===== src/hdl/rsld_consts.svh =====
`ifndef RSLD_CONSTS_SVH
`define RSLD_CONSTS_SVH

// ********************************************************************
// Clock and timing
// ********************************************************************
`define RSLD_CLK_HZ          10000000
`define RSLD_RED_HOLD_S      30
`define RSLD_BLINK_HALF_MS   500

// ********************************************************************
// Register map and fields
// ********************************************************************
`define RSLD_ADDR_W          12
`define RSLD_OFS_CTRL        12'h000
`define RSLD_OFS_THRESH      12'h004
`define RSLD_OFS_LAMPS       12'h008
`define RSLD_OFS_FLAGS       12'h00C
`define RSLD_CTRL_REF_LSB    0
`define RSLD_CTRL_TIME_LSB   2
`define RSLD_CTRL_PRI_BIT    4
`define RSLD_THRESH_LSB      0
`define RSLD_QFIG_W          8
`define RSLD_THRESH_RST      8'h40

`endif


===== src/hdl/rsld_pkg.sv =====
`include "rsld_consts.svh"

package rsld_pkg;

	typedef enum logic [2:0] {col_off, col_green, col_amber, col_yellow, col_orange, col_red} rsld_colour_t;

	typedef struct packed {
		rsld_colour_t colour;
		logic         bright;
	} rsld_lamp_t;

	typedef enum logic [1:0] {ref_internal, ref_satellite, ref_genlock, ref_unused} rsld_ref_src_t;
	typedef enum logic [1:0] {time_program, time_satellite, time_vitc, time_ltc} rsld_time_src_t;

	typedef struct packed {
		rsld_ref_src_t  ref_src;
		rsld_time_src_t time_src;
		logic           primary_two;
	} rsld_ctrl_t;

	typedef struct packed {
		logic                     sat_fitted;
		logic                     osc_warming;
		logic                     gps_locked;
		logic [`RSLD_QFIG_W-1:0]  gps_quality_figure;
		logic                     genlock_locked;
		logic                     genlock_near_loss;
		logic                     time_missing;
		logic                     ltc_same_rate;
		logic                     ltc_out_of_tol;
		logic                     ltc_bad_timing;
	} rsld_ref_flags_t;

	typedef struct packed {
		logic installed;
		logic powered;
		logic volt_margin;
		logic volt_fault;
		logic hours_over;
		logic fan_fail;
	} rsld_supply_t;

	typedef struct packed {
		logic                    psel;
		logic                    penable;
		logic                    pwrite;
		logic [`RSLD_ADDR_W-1:0] paddr;
		logic [31:0]             pwdata;
	} rsld_apb_req_t;

endpackage


===== src/hdl/rsld_supply_lamp.sv =====
`timescale 1ns/1ns
`default_nettype none

module rsld_supply_lamp #(
	parameter int unsigned HOLD_CYCLES = 300000000
) (
	input  wire logic               clk,
	input  wire logic               rst_n,
	input  wire rsld_pkg::rsld_supply_t flags,
	input  wire logic               is_active,
	output var  rsld_pkg::rsld_lamp_t   front_lamp,
	output var  rsld_pkg::rsld_lamp_t   rear_lamp
);
	import rsld_pkg::*;

	localparam int CW = $clog2(HOLD_CYCLES + 1);

	if (HOLD_CYCLES < 1)
	begin : g_bad_hold
		$error("HOLD_CYCLES must be at least one");
	end

	logic          fault_now;
	logic          warn_now;
	logic [CW-1:0] hold_q;
	rsld_lamp_t    lamp_d;

	// ********************************************************************
	// Fault and warning conditions
	// ********************************************************************
	assign fault_now = flags.installed & (~flags.powered | flags.volt_fault | (flags.fan_fail & ~is_active)); // see RQ19
	assign warn_now  = flags.volt_margin | flags.hours_over | (flags.fan_fail & is_active); // see RQ14 see RQ15 see RQ18

	// Red stays up for the hold time after the fault goes away
	always_ff @(posedge clk or negedge rst_n)
	begin
		if (!rst_n)
			hold_q <= '0;
		else if (!flags.installed)
			hold_q <= '0;
		else if (fault_now)
			hold_q <= CW'(HOLD_CYCLES); // see RQ20
		else if (hold_q != '0)
			hold_q <= hold_q - 1'b1;
	end

	// ********************************************************************
	// Lamp decode, most severe first
	// ********************************************************************
	always_comb
	begin
		lamp_d = '{colour: col_off, bright: 1'b0};
		if (!flags.installed)
			lamp_d = '{colour: col_off, bright: 1'b0}; // see RQ11
		else if (fault_now || hold_q != '0)
			lamp_d = '{colour: col_red, bright: 1'b1}; // see RQ23
		else if (warn_now)
			lamp_d = '{colour: col_orange, bright: is_active}; // see RQ21
		else
			lamp_d = '{colour: col_green, bright: is_active}; // see RQ12 see RQ13 see RQ17
	end

	always_ff @(posedge clk or negedge rst_n)
	begin
		if (!rst_n)
		begin
			front_lamp <= '{colour: col_off, bright: 1'b0};
			rear_lamp  <= '{colour: col_off, bright: 1'b0};
		end
		else
		begin
			front_lamp <= lamp_d;
			rear_lamp  <= lamp_d; // see RQ16
		end
	end
endmodule

`default_nettype wire


===== src/hdl/rsld_top.sv =====
// Design decisions made here: register access over APB and the register addresses.
`timescale 1ns/1ns
`default_nettype none
`include "rsld_consts.svh"

// Functional notes
// RQ1: Internal reference: locked lamp off; oscillator lamp green, blinking while warming.
// RQ2: Satellite or genlock locked and good: locked lamp green, oscillator lamp off.
// RQ3: Selected external reference unlocked: locked lamp red, oscillator lamp green.
// RQ4: Poor satellite quality or genlock near loss: locked lamp amber, oscillator off.
// RQ5: No satellite receiver fitted and satellite selected: both reference lamps off.
// RQ6: Satellite quality figure is compared against a software-set warning threshold.
// RQ7: Programmed time: time lamp off; healthy external time: time lamp green.
// RQ8: Timecode at another rate, or same rate within tolerance, shows green.
// RQ9: Timecode at same rate but outside tolerance shows yellow.
// RQ10: Missing, discontinuous or badly timed timecode shows red.
// RQ11: Supply position without a module has its lamp off.
// RQ12: Healthy backup of two powered supplies shows dim green.
// RQ13: Healthy active supply shows bright green.
// RQ14: Backup supply with marginal voltage shows dim orange.
// RQ15: Backup supply over its heat-weighted hours shows dim orange.
// RQ16: Each rear supply lamp copies its front supply lamp.
// RQ17: Each supply lamp decodes only its own module flags.
// RQ18: Active supply with marginal voltage, hours over or fan failure: bright orange.
// RQ19: Supply output voltage out of range or supply failed: lamp red.
// RQ20: Red supply state holds about thirty seconds after the fault clears.
// RQ21: Orange states clear at once when the marginal condition goes away.
// RQ22: Warm-up blink period is a parameter in clock cycles.
// RQ23: Supply lamp shows most severe state: red, orange, green, off.

module rsld_top #(
	parameter int unsigned RED_HOLD_CYCLES = `RSLD_RED_HOLD_S * `RSLD_CLK_HZ,
	parameter int unsigned BLINK_CYCLES    = `RSLD_BLINK_HALF_MS * (`RSLD_CLK_HZ / 1000)
) (
	input  wire logic                    clk,
	input  wire logic                    rst_n,
	input  wire rsld_pkg::rsld_apb_req_t apb,
	output var  logic [31:0]             prdata,
	output var  logic                    pready,
	output var  logic                    pslverr,
	input  wire rsld_pkg::rsld_ref_flags_t ref_flags,
	input  wire rsld_pkg::rsld_supply_t  supply_one_flags,
	input  wire rsld_pkg::rsld_supply_t  supply_two_flags,
	output var  rsld_pkg::rsld_lamp_t    locked_ref_lamp,
	output var  rsld_pkg::rsld_lamp_t    local_osc_lamp,
	output var  rsld_pkg::rsld_lamp_t    time_lamp,
	output var  rsld_pkg::rsld_lamp_t    supply_one_lamp,
	output var  rsld_pkg::rsld_lamp_t    supply_two_lamp,
	output var  rsld_pkg::rsld_lamp_t    supply_one_rear_lamp,
	output var  rsld_pkg::rsld_lamp_t    supply_two_rear_lamp
);
	import rsld_pkg::*;

	localparam int         BW       = $clog2(BLINK_CYCLES + 1);
	localparam rsld_lamp_t LAMP_OFF = '{colour: col_off, bright: 1'b0};

	if (BLINK_CYCLES < 1)
	begin : g_bad_blink
		$error("BLINK_CYCLES must be at least one");
	end

	function automatic rsld_lamp_t lit(input rsld_colour_t c);
		return '{colour: c, bright: 1'b1};
	endfunction

	rsld_ref_flags_t         ref_m_q;
	rsld_ref_flags_t         ref_s_q;
	rsld_supply_t            s1_m_q;
	rsld_supply_t            s1_s_q;
	rsld_supply_t            s2_m_q;
	rsld_supply_t            s2_s_q;
	rsld_ctrl_t              ctrl_q;
	logic [`RSLD_QFIG_W-1:0] thresh_q;
	logic [BW-1:0]           blink_cnt_q;
	logic                    blink_q;
	logic                    setup;
	logic                    acc_wr;
	logic                    addr_hit;
	logic [31:0]             rd_d;
	logic                    quality_low;
	logic                    up1;
	logic                    up2;
	logic                    two_up;
	logic                    active_two;
	rsld_lamp_t              ref_d;
	rsld_lamp_t              osc_d;
	rsld_lamp_t              time_d;

	// ********************************************************************
	// Pin synchronisers
	// ********************************************************************
	always_ff @(posedge clk or negedge rst_n)
	begin
		if (!rst_n)
		begin
			ref_m_q <= '0;
			ref_s_q <= '0;
			s1_m_q  <= '0;
			s1_s_q  <= '0;
			s2_m_q  <= '0;
			s2_s_q  <= '0;
		end
		else
		begin
			ref_m_q <= ref_flags;
			ref_s_q <= ref_m_q;
			s1_m_q  <= supply_one_flags;
			s1_s_q  <= s1_m_q;
			s2_m_q  <= supply_two_flags;
			s2_s_q  <= s2_m_q;
		end
	end

	// ********************************************************************
	// APB slave, one access cycle, registered answer
	// ********************************************************************
	assign setup  = apb.psel & ~apb.penable;
	assign acc_wr = apb.psel & apb.penable & pready & apb.pwrite & ~pslverr;

	always_comb
	begin
		addr_hit = 1'b0;
		rd_d     = 32'h0000_0000;
		if (apb.paddr == `RSLD_OFS_CTRL)
		begin
			addr_hit = 1'b1;
			rd_d[`RSLD_CTRL_REF_LSB +: 2]  = ctrl_q.ref_src;
			rd_d[`RSLD_CTRL_TIME_LSB +: 2] = ctrl_q.time_src;
			rd_d[`RSLD_CTRL_PRI_BIT]       = ctrl_q.primary_two;
		end
		else if (apb.paddr == `RSLD_OFS_THRESH)
		begin
			addr_hit = 1'b1;
			rd_d[`RSLD_THRESH_LSB +: `RSLD_QFIG_W] = thresh_q;
		end
		else if (apb.paddr == `RSLD_OFS_LAMPS)
		begin
			addr_hit = ~apb.pwrite;
			rd_d     = 32'({locked_ref_lamp, local_osc_lamp, time_lamp, supply_one_lamp, supply_two_lamp});
		end
		else if (apb.paddr == `RSLD_OFS_FLAGS)
		begin
			addr_hit = ~apb.pwrite;
			rd_d     = 32'({ref_s_q, s1_s_q, s2_s_q});
		end
	end

	always_ff @(posedge clk or negedge rst_n)
	begin
		if (!rst_n)
		begin
			pready  <= 1'b0;
			pslverr <= 1'b0;
			prdata  <= 32'h0000_0000;
		end
		else
		begin
			pready  <= setup;
			pslverr <= setup & ~addr_hit;
			prdata  <= (setup & ~apb.pwrite) ? rd_d : 32'h0000_0000;
		end
	end

	always_ff @(posedge clk or negedge rst_n)
	begin
		if (!rst_n)
		begin
			ctrl_q   <= '{ref_src: ref_internal, time_src: time_program, primary_two: 1'b0};
			thresh_q <= `RSLD_THRESH_RST;
		end
		else if (acc_wr && apb.paddr == `RSLD_OFS_CTRL)
		begin
			ctrl_q.ref_src     <= rsld_ref_src_t'(apb.pwdata[`RSLD_CTRL_REF_LSB +: 2]);
			ctrl_q.time_src    <= rsld_time_src_t'(apb.pwdata[`RSLD_CTRL_TIME_LSB +: 2]);
			ctrl_q.primary_two <= apb.pwdata[`RSLD_CTRL_PRI_BIT];
		end
		else if (acc_wr && apb.paddr == `RSLD_OFS_THRESH)
			thresh_q <= apb.pwdata[`RSLD_THRESH_LSB +: `RSLD_QFIG_W]; // see RQ6
	end

	// ********************************************************************
	// Warm-up blink divider
	// ********************************************************************
	always_ff @(posedge clk or negedge rst_n)
	begin
		if (!rst_n)
		begin
			blink_cnt_q <= '0;
			blink_q     <= 1'b0;
		end
		else if (blink_cnt_q == BW'(BLINK_CYCLES - 1))
		begin
			blink_cnt_q <= '0;
			blink_q     <= ~blink_q; // see RQ22
		end
		else
			blink_cnt_q <= blink_cnt_q + 1'b1;
	end

	// ********************************************************************
	// Reference lamps
	// ********************************************************************
	assign quality_low = ref_s_q.gps_quality_figure < thresh_q; // see RQ6

	always_comb
	begin
		ref_d = LAMP_OFF;
		osc_d = LAMP_OFF;
		case (ctrl_q.ref_src)
			ref_internal:
				osc_d = (ref_s_q.osc_warming && !blink_q) ? LAMP_OFF : lit(col_green); // see RQ1
			ref_satellite:
				if (!ref_s_q.sat_fitted)
					ref_d = LAMP_OFF; // see RQ5
				else if (!ref_s_q.gps_locked)
				begin
					ref_d = lit(col_red); // see RQ3
					osc_d = lit(col_green);
				end
				else if (quality_low)
					ref_d = lit(col_amber); // see RQ4
				else
					ref_d = lit(col_green); // see RQ2
			ref_genlock:
				if (!ref_s_q.genlock_locked)
				begin
					ref_d = lit(col_red); // see RQ3
					osc_d = lit(col_green);
				end
				else if (ref_s_q.genlock_near_loss)
					ref_d = lit(col_amber); // see RQ4
				else
					ref_d = lit(col_green); // see RQ2
			default:
				ref_d = LAMP_OFF;
		endcase
	end

	// ********************************************************************
	// Time lamp
	// ********************************************************************
	always_comb
	begin
		time_d = LAMP_OFF;
		if (ctrl_q.time_src == time_program)
			time_d = LAMP_OFF; // see RQ7
		else if (ref_s_q.time_missing)
			time_d = lit(col_red); // see RQ10
		else if (ctrl_q.time_src == time_ltc && ref_s_q.ltc_bad_timing)
			time_d = lit(col_red); // see RQ10
		else if (ctrl_q.time_src == time_ltc && ref_s_q.ltc_same_rate && ref_s_q.ltc_out_of_tol)
			time_d = lit(col_yellow); // see RQ9
		else
			time_d = lit(col_green); // see RQ7 see RQ8
	end

	always_ff @(posedge clk or negedge rst_n)
	begin
		if (!rst_n)
		begin
			locked_ref_lamp <= LAMP_OFF;
			local_osc_lamp  <= LAMP_OFF;
			time_lamp       <= LAMP_OFF;
		end
		else
		begin
			locked_ref_lamp <= ref_d;
			local_osc_lamp  <= osc_d;
			time_lamp       <= time_d;
		end
	end

	// ********************************************************************
	// Supply lamps
	// ********************************************************************
	assign up1        = s1_s_q.installed & s1_s_q.powered & ~s1_s_q.volt_fault;
	assign up2        = s2_s_q.installed & s2_s_q.powered & ~s2_s_q.volt_fault;
	assign two_up     = up1 & up2;
	assign active_two = two_up ? ctrl_q.primary_two : (up2 | (~up1 & ctrl_q.primary_two));

	rsld_supply_lamp #(
		.HOLD_CYCLES (RED_HOLD_CYCLES)
	) u_supply_one (
		.clk        (clk),
		.rst_n      (rst_n),
		.flags      (s1_s_q),
		.is_active  (~active_two),
		.front_lamp (supply_one_lamp),
		.rear_lamp  (supply_one_rear_lamp)
	);

	rsld_supply_lamp #(
		.HOLD_CYCLES (RED_HOLD_CYCLES)
	) u_supply_two (
		.clk        (clk),
		.rst_n      (rst_n),
		.flags      (s2_s_q),
		.is_active  (active_two),
		.front_lamp (supply_two_lamp),
		.rear_lamp  (supply_two_rear_lamp)
	);
endmodule

`default_nettype wire


===== config.mk =====
export PLATFORM = sky130hd
export DESIGN_NAME = rsld_top
export DESIGN_NICKNAME = d
export VERILOG_FILES = /design/src/hdl/rsld_pkg.sv /design/src/hdl/rsld_supply_lamp.sv /design/src/hdl/rsld_top.sv
export VERILOG_INCLUDE_DIRS = /design/src /design/src/hdl
export SDC_FILE = /design/constraint.sdc
export NUM_CORES = 1
export LEC_CHECK = 0
export BUFFER_PORTS_ARGS = -buffer_cell sky130_fd_sc_hd__buf_2
export CAP_MARGIN = 20
export CELL_PAD_IN_SITES_DETAIL_PLACEMENT = 1
export CELL_PAD_IN_SITES_GLOBAL_PLACEMENT = 2
export CORE_MARGIN = 8
export CORE_UTILIZATION = 37
export DETAILED_ROUTE_END_ITERATION = 7
export GPL_ROUTABILITY_DRIVEN = 0
export PLACE_DENSITY_LB_ADDON = 0.1
export SLEW_MARGIN = 10
export SYNTH_ARGS = -nofsm -noshare
export SYNTH_HDL_FRONTEND = slang
export SYNTH_SLANG_ARGS = --single-unit

===== constraint.sdc =====
create_clock -name clk -period 3.1 [get_ports clk]
set_input_delay 0.155 -clock clk [delete_from_list [all_inputs] [get_ports clk]]
set_output_delay 0.155 -clock clk [all_outputs]
set_load 0.02 [all_outputs]

Word-level counts from Yosys, hierarchy flattened

Cells that the tools add are included.

Bits of input ports: 78
Register bits: 207
Word-level logic and storage cells: 173
Output and inout bits: 62

Muxes and demuxes: 40
$lt $le $gt $ge: 1
Add/subtract/negate cells: 3
Bitwise operators: 40
Reduce and logical (&&, ||, !) cells: 15
Eq/ne operators: 9

Operator list:

| cell                                                  | count |
|---|---|
| 2-to-1 mux 29 bit                                     | 7 |
| 2-to-1 mux 32 bit                                     | 2 |
| nonzero test 29 bit                                   | 2 |
| subtractor 29 x 1 -> 29 bit, second input constant    | 2 |
| 2-to-1 mux 4 bit                                      | 12 |
| 2-to-1 mux 27 bit                                     | 1 |
| equality test 12 x 4 -> 1 bit, second input constant  | 2 |
| 2-to-1 mux 24 bit                                     | 1 |
| adder 23 x 1 -> 23 bit, second input constant         | 1 |
| equality test 23 bit, second input constant           | 1 |
| 2-to-1 mux 23 bit                                     | 1 |
| bitwise AND 1 bit                                     | 19 |
| equality test 12 x 3 -> 1 bit, second input constant  | 1 |
| logical NOT 12 bit                                    | 1 |
| inverter 1 bit                                        | 12 |
| 2-to-1 mux 3 bit                                      | 3 |
| bitwise OR 1 bit                                      | 9 |
| less-than comparator 8 bit                            | 1 |
| 2-to-1 mux 2 bit                                      | 4 |
| 2-to-1 mux 8 bit                                      | 1 |
| one-hot mux 4 bit (2 select lines)                    | 1 |
| logical AND 1 bit                                     | 6 |
| inequality test 3 x 1 -> 1 bit, second input constant | 2 |
| one-hot mux 2 bit (3 select lines)                    | 1 |
| 8 further kinds                                       | 15 |

Logic depth before layout (Yosys ltp)

Gate-level depths: netlist (run 1).

Depth in word-level cells: 13
Gate-level depth with buffers: 9
Mapped depth without buffers: 8

By module

From an unflattened synthesis (run 1), not the netlist that was laid out.

Cells, all modules: 761
Area, all modules: 8755.9 um^2

Modules (own cells, without submodules):

| module           | cells each | sequential area each (um^2) | times used | area an instance (um^2) |
|---|---|---|---|---|
| rsld_top         | 373        | 3354.5                      | 1          | 5067.4 |
| rsld_supply_lamp | 194        | 800.8                       | 2          | 1844.3 |

Worst setup path before layout (run 1)

Ideal clock, no wire load.

Kind: reg2reg
Start: reg u_supply_two.hold_q[18]
End: reg u_supply_two.hold_q[13]
Stages on the path, launching flop included: 7
Clock period less this slack: 2.375 ns
Slack: 0.725 ns
Arrival: 2.215 ns
Path through: dfrtp_1 > or4_1 > or3_4 > or4_4 > buf_6 > o21ai_4 > a21oi_1

Longest elaborated chain between the ends: 2

Ends and longest elaborated chain:

| item                                     | RTL line               | RTL |
|---|---|---|
| start: declaration                       | rsld_supply_lamp.sv:25 | `logic [CW-1:0] hold_q;` |
| start signal: assignment                 | rsld_supply_lamp.sv:42 | `hold_q <= CW'(HOLD_CYCLES);` |
| start signal: assignment                 | rsld_supply_lamp.sv:44 | `hold_q <= hold_q - 1'b1;` |
| nonzero test 29 bit                      | rsld_supply_lamp.sv:43 | `else if (hold_q != '0)` |
| inequality test 3 x 1 -> 1 bit (no line) | n/a                    |  |

No other way between the ends.
A chain may end at the register's enable or synchronous reset.

Final worst setup path (run 1)

Start: reg u_supply_one.hold_q[5]
End: reg u_supply_one.hold_q[21]

Longest elaborated chain between the ends: 4

Ends and longest elaborated chain:

| item                        | RTL line               | RTL |
|---|---|---|
| start: declaration          | rsld_supply_lamp.sv:25 |  |
| start signal: assignment    | rsld_supply_lamp.sv:42 |  |
| start signal: assignment    | rsld_supply_lamp.sv:44 |  |
| subtractor 29 x 1 -> 29 bit | rsld_supply_lamp.sv:44 |  |
| 2-to-1 mux 29 bit           | rsld_supply_lamp.sv:43 |  |
| 2-to-1 mux 29 bit           | rsld_supply_lamp.sv:41 | `else if (fault_now)` |
| 2-to-1 mux 29 bit           | rsld_supply_lamp.sv:39 | `else if (!flags.installed)` |

Several ways; a longest one is shown, not always the timed one. The select of a mux whose other input is x is not followed.

==> reports/results.tsv, run 1 <==
stage	metric	value	unit
worst_hold_path	Worst Hold End	pslverr$_DFF_PN0_	
grt	vias in the first global route	6602	
worst_setup_path	critical path data arrival time	2.85	ns
logic_synthesis	Cell variety after synth	59	
grt	met2 GRT Util	26.9	%
worst_hold_path	Hold Crit Depth	3	
finish	Inserted Diodes	0	
logic_synthesis	post-synthesis simple-gate area fraction	17.6	%
worst_setup_path	crit-path max FO	11	
worst_setup_path	CP max stage delay	0.64	ns
cts	Clock Sinks	198	
worst_setup_path	slowest CP cell	or4_1	
place	DP HPWL	15000	um
grt	GRT met1 Usage	20.2	%
timing	Final Slew Violations	0	
worst_setup_path	Crit Path Category	flop to flop	
logic_synthesis	sequential area share after synthesis	59.3	%
place	Buffers on Ports	106	
cts	TritonCTS clock tree	built	
detailed_routing	Via Count	5944	
worst_setup_path	worst-path cell chain	or4_1, nor4b_1, nand3_1, nand2_1, o21ai_0	
logic_synthesis	Synth Area in XOR/XNOR	7.24	%
detailed_routing	DR WL/cell	18.1	um
logic_synthesis	Synth Area in Adders	2.64	%
logic_synthesis	Main synth FF type	dfrtp_1	
floorplanning	Ports	140	
cts	CTS clock-pin slew for the worst setup and hold paths	0.08	ns
finish	Final nets	972	
grt	met3 GRT Util	3.64	%
finish	Final Instance Count excl. Fillers	1176	
cts	worst-skew pair later-pin latency	0.43	ns
worst_setup_path	crit path launch type	flop	
logic_synthesis	Post-synth EDFFs	0	
floorplanning	DIE HEIGHT	166	um
worst_hold_path	hold path startpoint	apb[44]	
job	max cap viols	0	
worst_setup_path	Worst R2R End	u_supply_one.hold_q[21]$_DFFE_PN0P_	
power_and_ir_drop	peak supply drop	331	uV
logic_synthesis	synthesized instance count	732	
logic_synthesis	Syn Std Cell Area	0.00835	mm^2
logic_synthesis	Mapped Avg Cell Area	11.4	um^2
worst_setup_path	R2R Path Start	u_supply_one.hold_q[5]$_DFFE_PN0P_	
logic_synthesis	post-synthesis compound-gate area fraction	5.92	%
cts	Clk Tree Root Cell	clkbuf_16	
detailed_routing	DR vias/cell	5.05	
floorplanning	Horiz. Die Dim	166	um
logic_synthesis	largest family of logic cells by synthesized area	simple AND/OR/NAND/NOR gates	
grt	total track usage	15.9	%
cts	maximum clock path buffer count	2	
cts	CTS buffer count	17	
timing	Worst Tran Pin Value	0.900	ns
worst_setup_path	R2R setup slack	0.53	ns
worst_setup_path	WP data required	3.38	ns
timing	Peak Freq	390	MHz
finish	share of cells above drive strength 1	20.1	%
logic_synthesis	YS warnings	0	
detailed_routing	# DRC	0	
power_and_ir_drop	pwr/cell area	529	mW/mm^2
grt	GRT Max-Usage Layer	met2	
grt	grt total ovfl	0	
finish	fillcell total	2458	
cts	post-CTS sizing	0	
logic_synthesis	fraction of registers with async set/reset	100	%
detailed_routing	Post-DRT Antenna Nets	0	
place	Cells after DPL	1105	
cts	CTS H-tree lvls	4	
worst_hold_path	Worst Hold Class	primary input to flop	
detailed_routing	1st-pass router iterations	4	
worst_setup_path	worst r2r path cells	5	
timing	setup skew after layout	0.0116	ns
floorplanning	Initial Util	37.3	%
timing	RSZ-0062 raised after global routing	false	
timing	post-route setup TNS	0	ns
logic_synthesis	Synth Register Bits	198	
detailed_routing	drt total wl	21200	um
timing	Rel. slew slack	39.8	%
floorplanning	core footprint	0.0224	mm^2
grt	number of antenna violations at the first check in global routing	0	
timing	final hold violations	0	
floorplanning	num rows	55	
timing	fin crit period	2.57	ns
timing	Final setup viols	0	
outcome	outcome	finished clean	
detailed_routing	number of DRC markers in iteration 0	309	
grt	first-pass GRT wire length	35500	um
finish	Area Overhead vs Synth	21.0	%
power_and_ir_drop	Pleak	0.00476	uW
worst_setup_path	Worst Setup End Kind	flop	
timing	period utilization	82.8	%
floorplanning	DIE AREA	0.0276	mm^2
grt	largest net degree at the start of global routing	67	
logic_synthesis	mux share of post-synthesis cell area	3.33	%
==> critical path: cells and delay by family (launching register included) <==
kind            cells  cell delay [ns]
flops               1             0.41
simple gates        4             1.87
compound gates      1             0.14
==> layout make-up <==
cell class / instances / area (um^2) / area share (%)
sequential: 198 / 4960 / 49.0
clock inverter: 14 / 133 / 1.31
clock buffer: 18 / 429 / 4.25
timing repair buffer: 155 / 1010 / 10.0
inverter: 30 / 113 / 1.11
tap: 285 / 357 / 3.53
multi-input combinational: 476 / 3100 / 30.7
==> per-layer routing <==
metal | vias to the layer above | share of wire (%)
li1 | 2802 | -
met1 | 3021 | 45
met2 | 101 | 49
met3 | 20 | 3.7
met4 | 0 | 1.5
met5 | - | 0
==> cell usage in the layout (no fill, tap or decap), types with 3 or more instances in the layout <==
cell type      Yosys  final
dfrtp_1          197    197
buf_2              2    105
nor2_1            75     75
nand2_1           43     43
xnor2_1           43     43
dlygate4sd3_1      0     38
a21oi_1           32     32
nor3_1            32     32
inv_1             30     30
xor2_1            26     26
nor4_1            23     23
nand3_1           21     21
o21ai_0           18     18
clkbuf_16          0     17
ha_1              16     16
or3_1             15     15
and3_1            15     15
mux2i_1           12     12
mux2_2            10     10
nand4_1            9      9
conb_1             1      9
buf_4             17      9
nand2b_1           7      7
inv_6              0      6
o21a_1             5      5
nor2b_1            5      5
and2_1             4      4
a211oi_1           4      4
or3_4              4      4
or4_1              4      4
nor4b_1            4      4
clkinv_4           0      4
inv_8              0      4
and4_1             3      3
or2_2              3      3
==> kinds of logic after synthesis <==
family                     after synthesis
muxes                                   24
AOI/OAI and AO/OA                       79
and+or+nand+nor                        277
xor gates and xnor gates                69
buffers and inverters                   66
DFF                                    198
adders and majority gates               18
other                                    1
==> worst max-delay path by stage <==
stage / from / endpoint / slack (ns) / depth (start not counted)
2_1_floorplan: u_supply_two.hold_q[18]$_DFFE_PN0P_ / u_supply_two.hold_q[13]$_DFFE_PN0P_ / 0.72 / 6
3_3_place_gp: s2_s_q[5]$_DFF_PN0_ / u_supply_two.hold_q[13]$_DFFE_PN0P_ / 0.49 / 5
3_5_place_dp: s2_s_q[5]$_DFF_PN0_ / u_supply_two.hold_q[22]$_DFFE_PN0P_ / 0.37 / 5
4_1_cts: s2_s_q[5]$_DFF_PN0_ / u_supply_two.hold_q[13]$_DFFE_PN0P_ / 0.34 / 5
5_1_grt: u_supply_one.hold_q[3]$_DFFE_PN0P_ / u_supply_one.hold_q[21]$_DFFE_PN0P_ / 0.35 / 5
6_report: u_supply_one.hold_q[5]$_DFFE_PN0P_ / u_supply_one.hold_q[21]$_DFFE_PN0P_ / 0.53 / 5
==> per-stage QoR <==
| stage | setup WS [ns] | utilization [%] | hold WS, ns | area [um^2] | power, uW |
|---|---|---|---|---|---|
| after global placement | 0.488 | 40.9 | 0.181 | 9160 | 3190 |
| after floorplan | 0.725 | - | -0.141 | 8380 | 3030 |
| after global routing | 0.351 | 45.2 | 0.0193 | 10100 | 5580 |
| final | 0.533 | 45.2 | 0.0263 | 10100 | 5340 |
| after CTS | 0.343 | 45.1 | 0.000645 | 10100 | 5450 |
| after detailed placement | 0.369 | 40.9 | 0.190 | 9160 | 3210 |
==> state kept, by name, summed over array words and instances, names as in the netlist, 3 cells and up <==
name                     flops
prdata                      29
u_supply_one.hold_q         29
u_supply_two.hold_q         29
blink_cnt_q                 23
ref_m_q                     17
ref_s_q                     17
thresh_q                     8
s1_m_q                       6
s1_s_q                       6
s2_m_q                       6
s2_s_q                       6
ctrl_q                       5
locked_ref_lamp              4
time_lamp                    3
u_supply_one.front_lamp      3
u_supply_two.front_lamp      3
==> timing repair <==
item                       CTS  global route
hold buffers                38             0
hold endpoints to repair   104             0
setup endpoints to repair    0             0
buffers inserted             0             0
==> report_power, final <==
part	internal [uW]	total [uW]	switching [uW]	leakage [uW]
logic	196	470	274	0.00195
registers	2660	2730	67.1	0.00253
clock network	1070	2150	1080	0.000279
==> synth_stat cells, types with 3 or more instances <==
cell type,instances,area (um^2)
dfrtp_1,197,4930
nor2_1,75,282
nand2_1,43,161
xnor2_1,43,377
a21oi_1,32,160
nor3_1,32,160
inv_1,30,113
xor2_1,26,228
nor4_1,23,144
nand3_1,21,105
o21ai_0,18,90.1
buf_4,17,128
ha_1,16,200
and3_1,15,93.8
clkbuf_1,15,56.3
or3_1,15,93.8
mux2i_1,12,120
mux2_2,10,113
nand4_1,9,56.3
nand2b_1,7,43.8
nor2b_1,5,31.3
o21a_1,5,37.5
a211oi_1,4,30.0
and2_1,4,25.0
nor4b_1,4,35.0
or3_4,4,45.0
or4_1,4,30.0
and4_1,3,26.3
or2_2,3,18.8
(Power assumes the default switching activity.)
==> run 2: changes to the inputs <==
--- a/config.mk
+++ b/config.mk
@@ -6,12 +6,13 @@
 export SDC_FILE = /design/constraint.sdc
 export NUM_CORES = 1
 export LEC_CHECK = 0
+export ABC_AREA = 1
 export BUFFER_PORTS_ARGS = -buffer_cell sky130_fd_sc_hd__buf_2
 export CAP_MARGIN = 20
 export CELL_PAD_IN_SITES_DETAIL_PLACEMENT = 1
 export CELL_PAD_IN_SITES_GLOBAL_PLACEMENT = 2
 export CORE_MARGIN = 8
-export CORE_UTILIZATION = 37
+export CORE_UTILIZATION = 35
 export DETAILED_ROUTE_END_ITERATION = 7
 export GPL_ROUTABILITY_DRIVEN = 0
 export PLACE_DENSITY_LB_ADDON = 0.1
==> constraint.sdc (replaced) <==
create_clock -name clk -period 2.7 [get_ports clk]
set_input_delay 0.135 -clock clk [delete_from_list [all_inputs] [get_ports clk]]
set_output_delay 0.135 -clock clk [all_outputs]
set_load 0.02 [all_outputs]
==> run 2 against run 1 <==
  * Synthesized cell count up 51%
  * First-iteration DRC count up 12%
  * Largest cell class unchanged
  * Design area up 13%
  * Global-route usage up 1.2 points
  * Sequential share of layout area down 5.8 points
  * Total power up 23%
  * Core utilization down 2.5 points
  * Register-to-register slack better by 0.23 ns
  * Non-clock buffer count unchanged
  * Critical path depth up 3
  * Wire length up 27%
  * Maximum frequency up 32%
==> reports/results.tsv, run 2 <==
stage	metric	value	unit	change
worst_setup_path	crit-path max FO	11		unchanged
logic_synthesis	Cell variety after synth	46		was 59
detailed_routing	drt total wl	27000	um	was 21,200 um
cts	worst-skew pair later-pin latency	0.45	ns	was 0.43 ns
grt	total track usage	17.1	%	was 15.9%
logic_synthesis	sequential area share after synthesis	51.9	%	was 59.3%
worst_hold_path	Hold Crit Depth	5		was 3
detailed_routing	DR WL/cell	16.7	um	was 18.1 um
grt	first-pass GRT wire length	44400	um	was 35,500 um
floorplanning	core footprint	0.0269	mm^2	was 0.0224 mm^2
logic_synthesis	fraction of registers with async set/reset	100	%	unchanged
worst_hold_path	Worst Hold Class	primary input to flop		unchanged
timing	Worst Tran Pin Value	0.754	ns	was 0.900 ns
worst_hold_path	Worst Hold End	pslverr$_DFF_PN0_		unchanged
logic_synthesis	most frequent cell after synthesis	nand2_1		was dfrtp_1
logic_synthesis	Synth top cells by count	227 x nand2_1, 197 x dfrtp_1, 186 x nor2_1		was 197 x dfrtp_1, 75 x nor2_1, 43 x nand2_1, 43 x xnor2_1
detailed_routing	Via Count	7565		was 5,944
grt	number of antenna violations at the first check in global routing	1		was 0
place	Buffers on Ports	106		unchanged
timing	fin crit period	1.94	ns	was 2.57 ns
finish	final core utilization	42.6	%	was 45.2%
detailed_routing	1st-pass router iterations	5		was 4
logic_synthesis	YS warnings	0		unchanged
logic_synthesis	area share of the largest cell type after synthesis	51.6	%	was 59.0%
grt	met2 GRT Util	28.1	%	was 26.9%
worst_setup_path	Worst Setup End Kind	flop		unchanged
floorplanning	Ports	140		unchanged
detailed_routing	DR vias/cell	4.69		was 5.05
logic_synthesis	Syn Std Cell Area	0.00955	mm^2	was 0.00835 mm^2
grt	GRT Max-Usage Layer	met2		unchanged
timing	Peak Freq	515	MHz	was 390 MHz
grt	met3 GRT Util	3.49	%	was 3.64%
grt	GRT met1 Usage	22.5	%	was 20.2%
cts	TritonCTS clock tree	built		unchanged
finish	most frequent cells in the layout	227 x nand2_1, 197 x dfrtp_1, 186 x nor2_1, 124 x inv_1, 105 x buf_2		was 197 x dfrtp_1, 105 x buf_2, 75 x nor2_1, 43 x nand2_1, 43 x xnor2_1
worst_setup_path	R2R Path Start	s1_s_q[5]$_DFF_PN0_		was u_supply_one.hold_q[5]$_DFFE_PN0P_
worst_setup_path	CP delay by family, top	simple AND/OR/NAND/NOR gates		unchanged
place	pre-CTS setup slack	0.792	ns	was 0.369 ns
cts	CTS H-tree lvls	4		unchanged
place	DP HPWL	20500	um	was 15,000 um
detailed_routing	Post-DRT Antenna Nets	0		unchanged
power_and_ir_drop	Pleak	0.00577	uW	was 0.00476 uW
worst_setup_path	WP data required	3.05	ns	was 3.38 ns
floorplanning	DIE HEIGHT	181	um	was 166 um
timing	Final Slew Violations	0		unchanged
timing	period utilization	71.9	%	was 82.8%
finish	commonest non-fill, non-tap cell in the layout	nand2_1		was dfrtp_1
job	max cap viols	0		unchanged
timing	final hold violations	0		unchanged
cts	CTS buffer count	17		unchanged
logic_synthesis	Main synth FF type	dfrtp_1		unchanged
worst_setup_path	crit path launch type	flop		unchanged
worst_setup_path	worst-path cell chain	inv_2, nor2_4, nand2_1, nand3_2, nand2_4, nor2_4, inv_2, nor3_1		was or4_1, nor4b_1, nand3_1, nand2_1, o21ai_0
timing	Rel. slew slack	49.7	%	was 39.8%
power_and_ir_drop	peak supply drop	409	uV	was 331 uV
outcome	outcome	finished clean		unchanged
timing	setup skew after layout	0.0167	ns	was 0.0116 ns
logic_synthesis	Mapped Avg Cell Area	8.66	um^2	was 11.4 um^2
worst_setup_path	CP startpoint	s1_s_q[5]$_DFF_PN0_		was u_supply_one.hold_q[5]$_DFFE_PN0P_
finish	Final nets	1352		was 972
worst_setup_path	Crit Path Category	flop to flop		unchanged
logic_synthesis	Synth Register Bits	198		unchanged
detailed_routing	# DRC	0		unchanged
timing	Final setup viols	0		unchanged
floorplanning	Horiz. Die Dim	181	um	was 166 um
power_and_ir_drop	pwr/cell area	572	mW/mm^2	was 529 mW/mm^2
logic_synthesis	synthesized instance count	1103		was 732
worst_setup_path	worst r2r path cells	8		was 5
cts	Clock Sinks	198		unchanged
worst_setup_path	R2R setup slack	0.76	ns	was 0.53 ns
worst_setup_path	critical path data arrival time	2.29	ns	was 2.85 ns
logic_synthesis	leading area contributor after synthesis	dfrtp_1		unchanged
grt	vias in the first global route	8253		was 6,602
cts	Clk Tree Root Cell	clkbuf_16		unchanged
grt	largest net degree at the start of global routing	87		was 67
logic_synthesis	Area contributors post-synth	dfrtp_1 52%, nand2_1 8.9%, nor2_1 7.3%		was dfrtp_1 59%, xnor2_1 4.5%, nor2_1 3.4%
worst_setup_path	Worst R2R End	u_supply_one.hold_q[17]$_DFFE_PN0P_		was u_supply_one.hold_q[21]$_DFFE_PN0P_
worst_setup_path	slowest CP cell	dfrtp_1		was or4_1
worst_hold_path	hold path startpoint	apb[46]		was apb[44]
floorplanning	num rows	60		was 55
logic_synthesis	Post-synth EDFFs	0		unchanged
cts	CTS clock-pin slew for the worst setup and hold paths	0.09	ns	was 0.08 ns
finish	share of cells above drive strength 1	18.4	%	was 20.1%
worst_setup_path	CP bufs+invs	2		was 0
detailed_routing	number of DRC markers in iteration 0	347		was 309
timing	post-route setup TNS	0	ns	unchanged
grt	grt total ovfl	0		unchanged
finish	biggest regs	prdata (29), u_supply_one.hold_q (29), u_supply_two.hold_q (29)		unchanged
timing	crit path setup slack, layout	0.760	ns	was 0.533 ns
floorplanning	DIE AREA	0.0328	mm^2	was 0.0276 mm^2
timing	RSZ-0062 raised after global routing	false		unchanged
finish	Area Overhead vs Synth	20.0	%	was 21.0%
worst_setup_path	CP max stage delay	0.58	ns	was 0.64 ns
cts	maximum clock path buffer count	2		unchanged
floorplanning	Initial Util	35.5	%	was 37.3%
[run 2: changes by cell type in the layout (fill, tap and decap cells not counted), sizes merged, moves of 25 or more]
cell | previous run | this run
inv | 40 | 143
o21ai | 19 | 44
nand3 | 21 | 72
nor2 | 75 | 213
nand2 | 43 | 245
xnor2 | 43 | 11
[run 2: worst max-delay path by stage]
stage                                            to  slack, ns  cells after the start
6_report        u_supply_one.hold_q[17]$_DFFE_PN0P_       0.76                      8
5_1_grt         u_supply_one.hold_q[17]$_DFFE_PN0P_       0.54                      8
4_1_cts         u_supply_one.hold_q[17]$_DFFE_PN0P_       0.71                      8
3_5_place_dp    u_supply_one.hold_q[10]$_DFFE_PN0P_       0.79                      8
3_3_place_gp   u_supply_one.front_lamp[1]$_DFF_PN0_       0.79                      9
2_1_floorplan    u_supply_two.hold_q[1]$_DFFE_PN0P_       1.17                     10
[run 2: per-layer routing]
layer | vias up | wire length, um
li1 | 3767 | -
met1 | 3681 | 12700
met2 | 96 | 13000
met3 | 21 | 869
met4 | 0 | 413
met5 | - | 0
[run 2: cell type report]
type / count / area (um^2)
Antenna cell: 1 / 2.50
Clock buffer: 18 / 439
Clock inverter: 14 / 203
Fill cell: 3198 / 15400
Inverter: 134 / 503
Multi-Input combinational cell: 752 / 3910
Sequential cell: 198 / 4960
Tap cell: 341 / 427
Timing Repair Buffer: 155 / 1020
[run 2: report_power, final]
part	switching (uW)	internal, uW	total [uW]
registers	80.2	3050	3130
logic	451	236	687
clock network	1410	1330	2730
[run 2: cell families after synthesis]
logic type | count (synthesis) | share of synthesized area, %
buffers and inverters | 161 | 7.51
XOR/XNOR | 41 | 3.76
adder cells (fa/ha/maj) | 16 | 2.10
AO/OA/AOI/OAI | 81 | 4.96
other | 1 | 0.0393
flip-flops | 198 | 51.9
AND/OR/NAND/NOR | 605 | 29.7
[run 2: what timing repair did]
action,in CTS,in global routing
setup buffers,0,0
hold endpoints to repair,119,0
gates resized for setup,0,0
hold buffers,40,0
[run 2: worst reg2reg max path: stages, from the launching register on]
cell and delay, ns:
dfrtp_1 0.58, inv_2 0.20, nor2_4 0.18, nand2_1 0.10, nand3_2 0.09, nand2_4 0.09, nor2_4 0.26, inv_2 0.15
nor3_1 0.22
[run 2: metrics by stage]
stage	power, uW	hold WS [ns]	instance area [um^2]	instances
3_3_place_gp	3840	0.243	10400	1540
3_5_place_dp	3850	0.245	10400	1540
6_report	6550	0.0239	11500	1613
2_1_floorplan	3590	-0.161	9580	1111
4_1_cts	6660	0.00466	11500	1612
5_1_grt	6880	0.0135	11500	1613
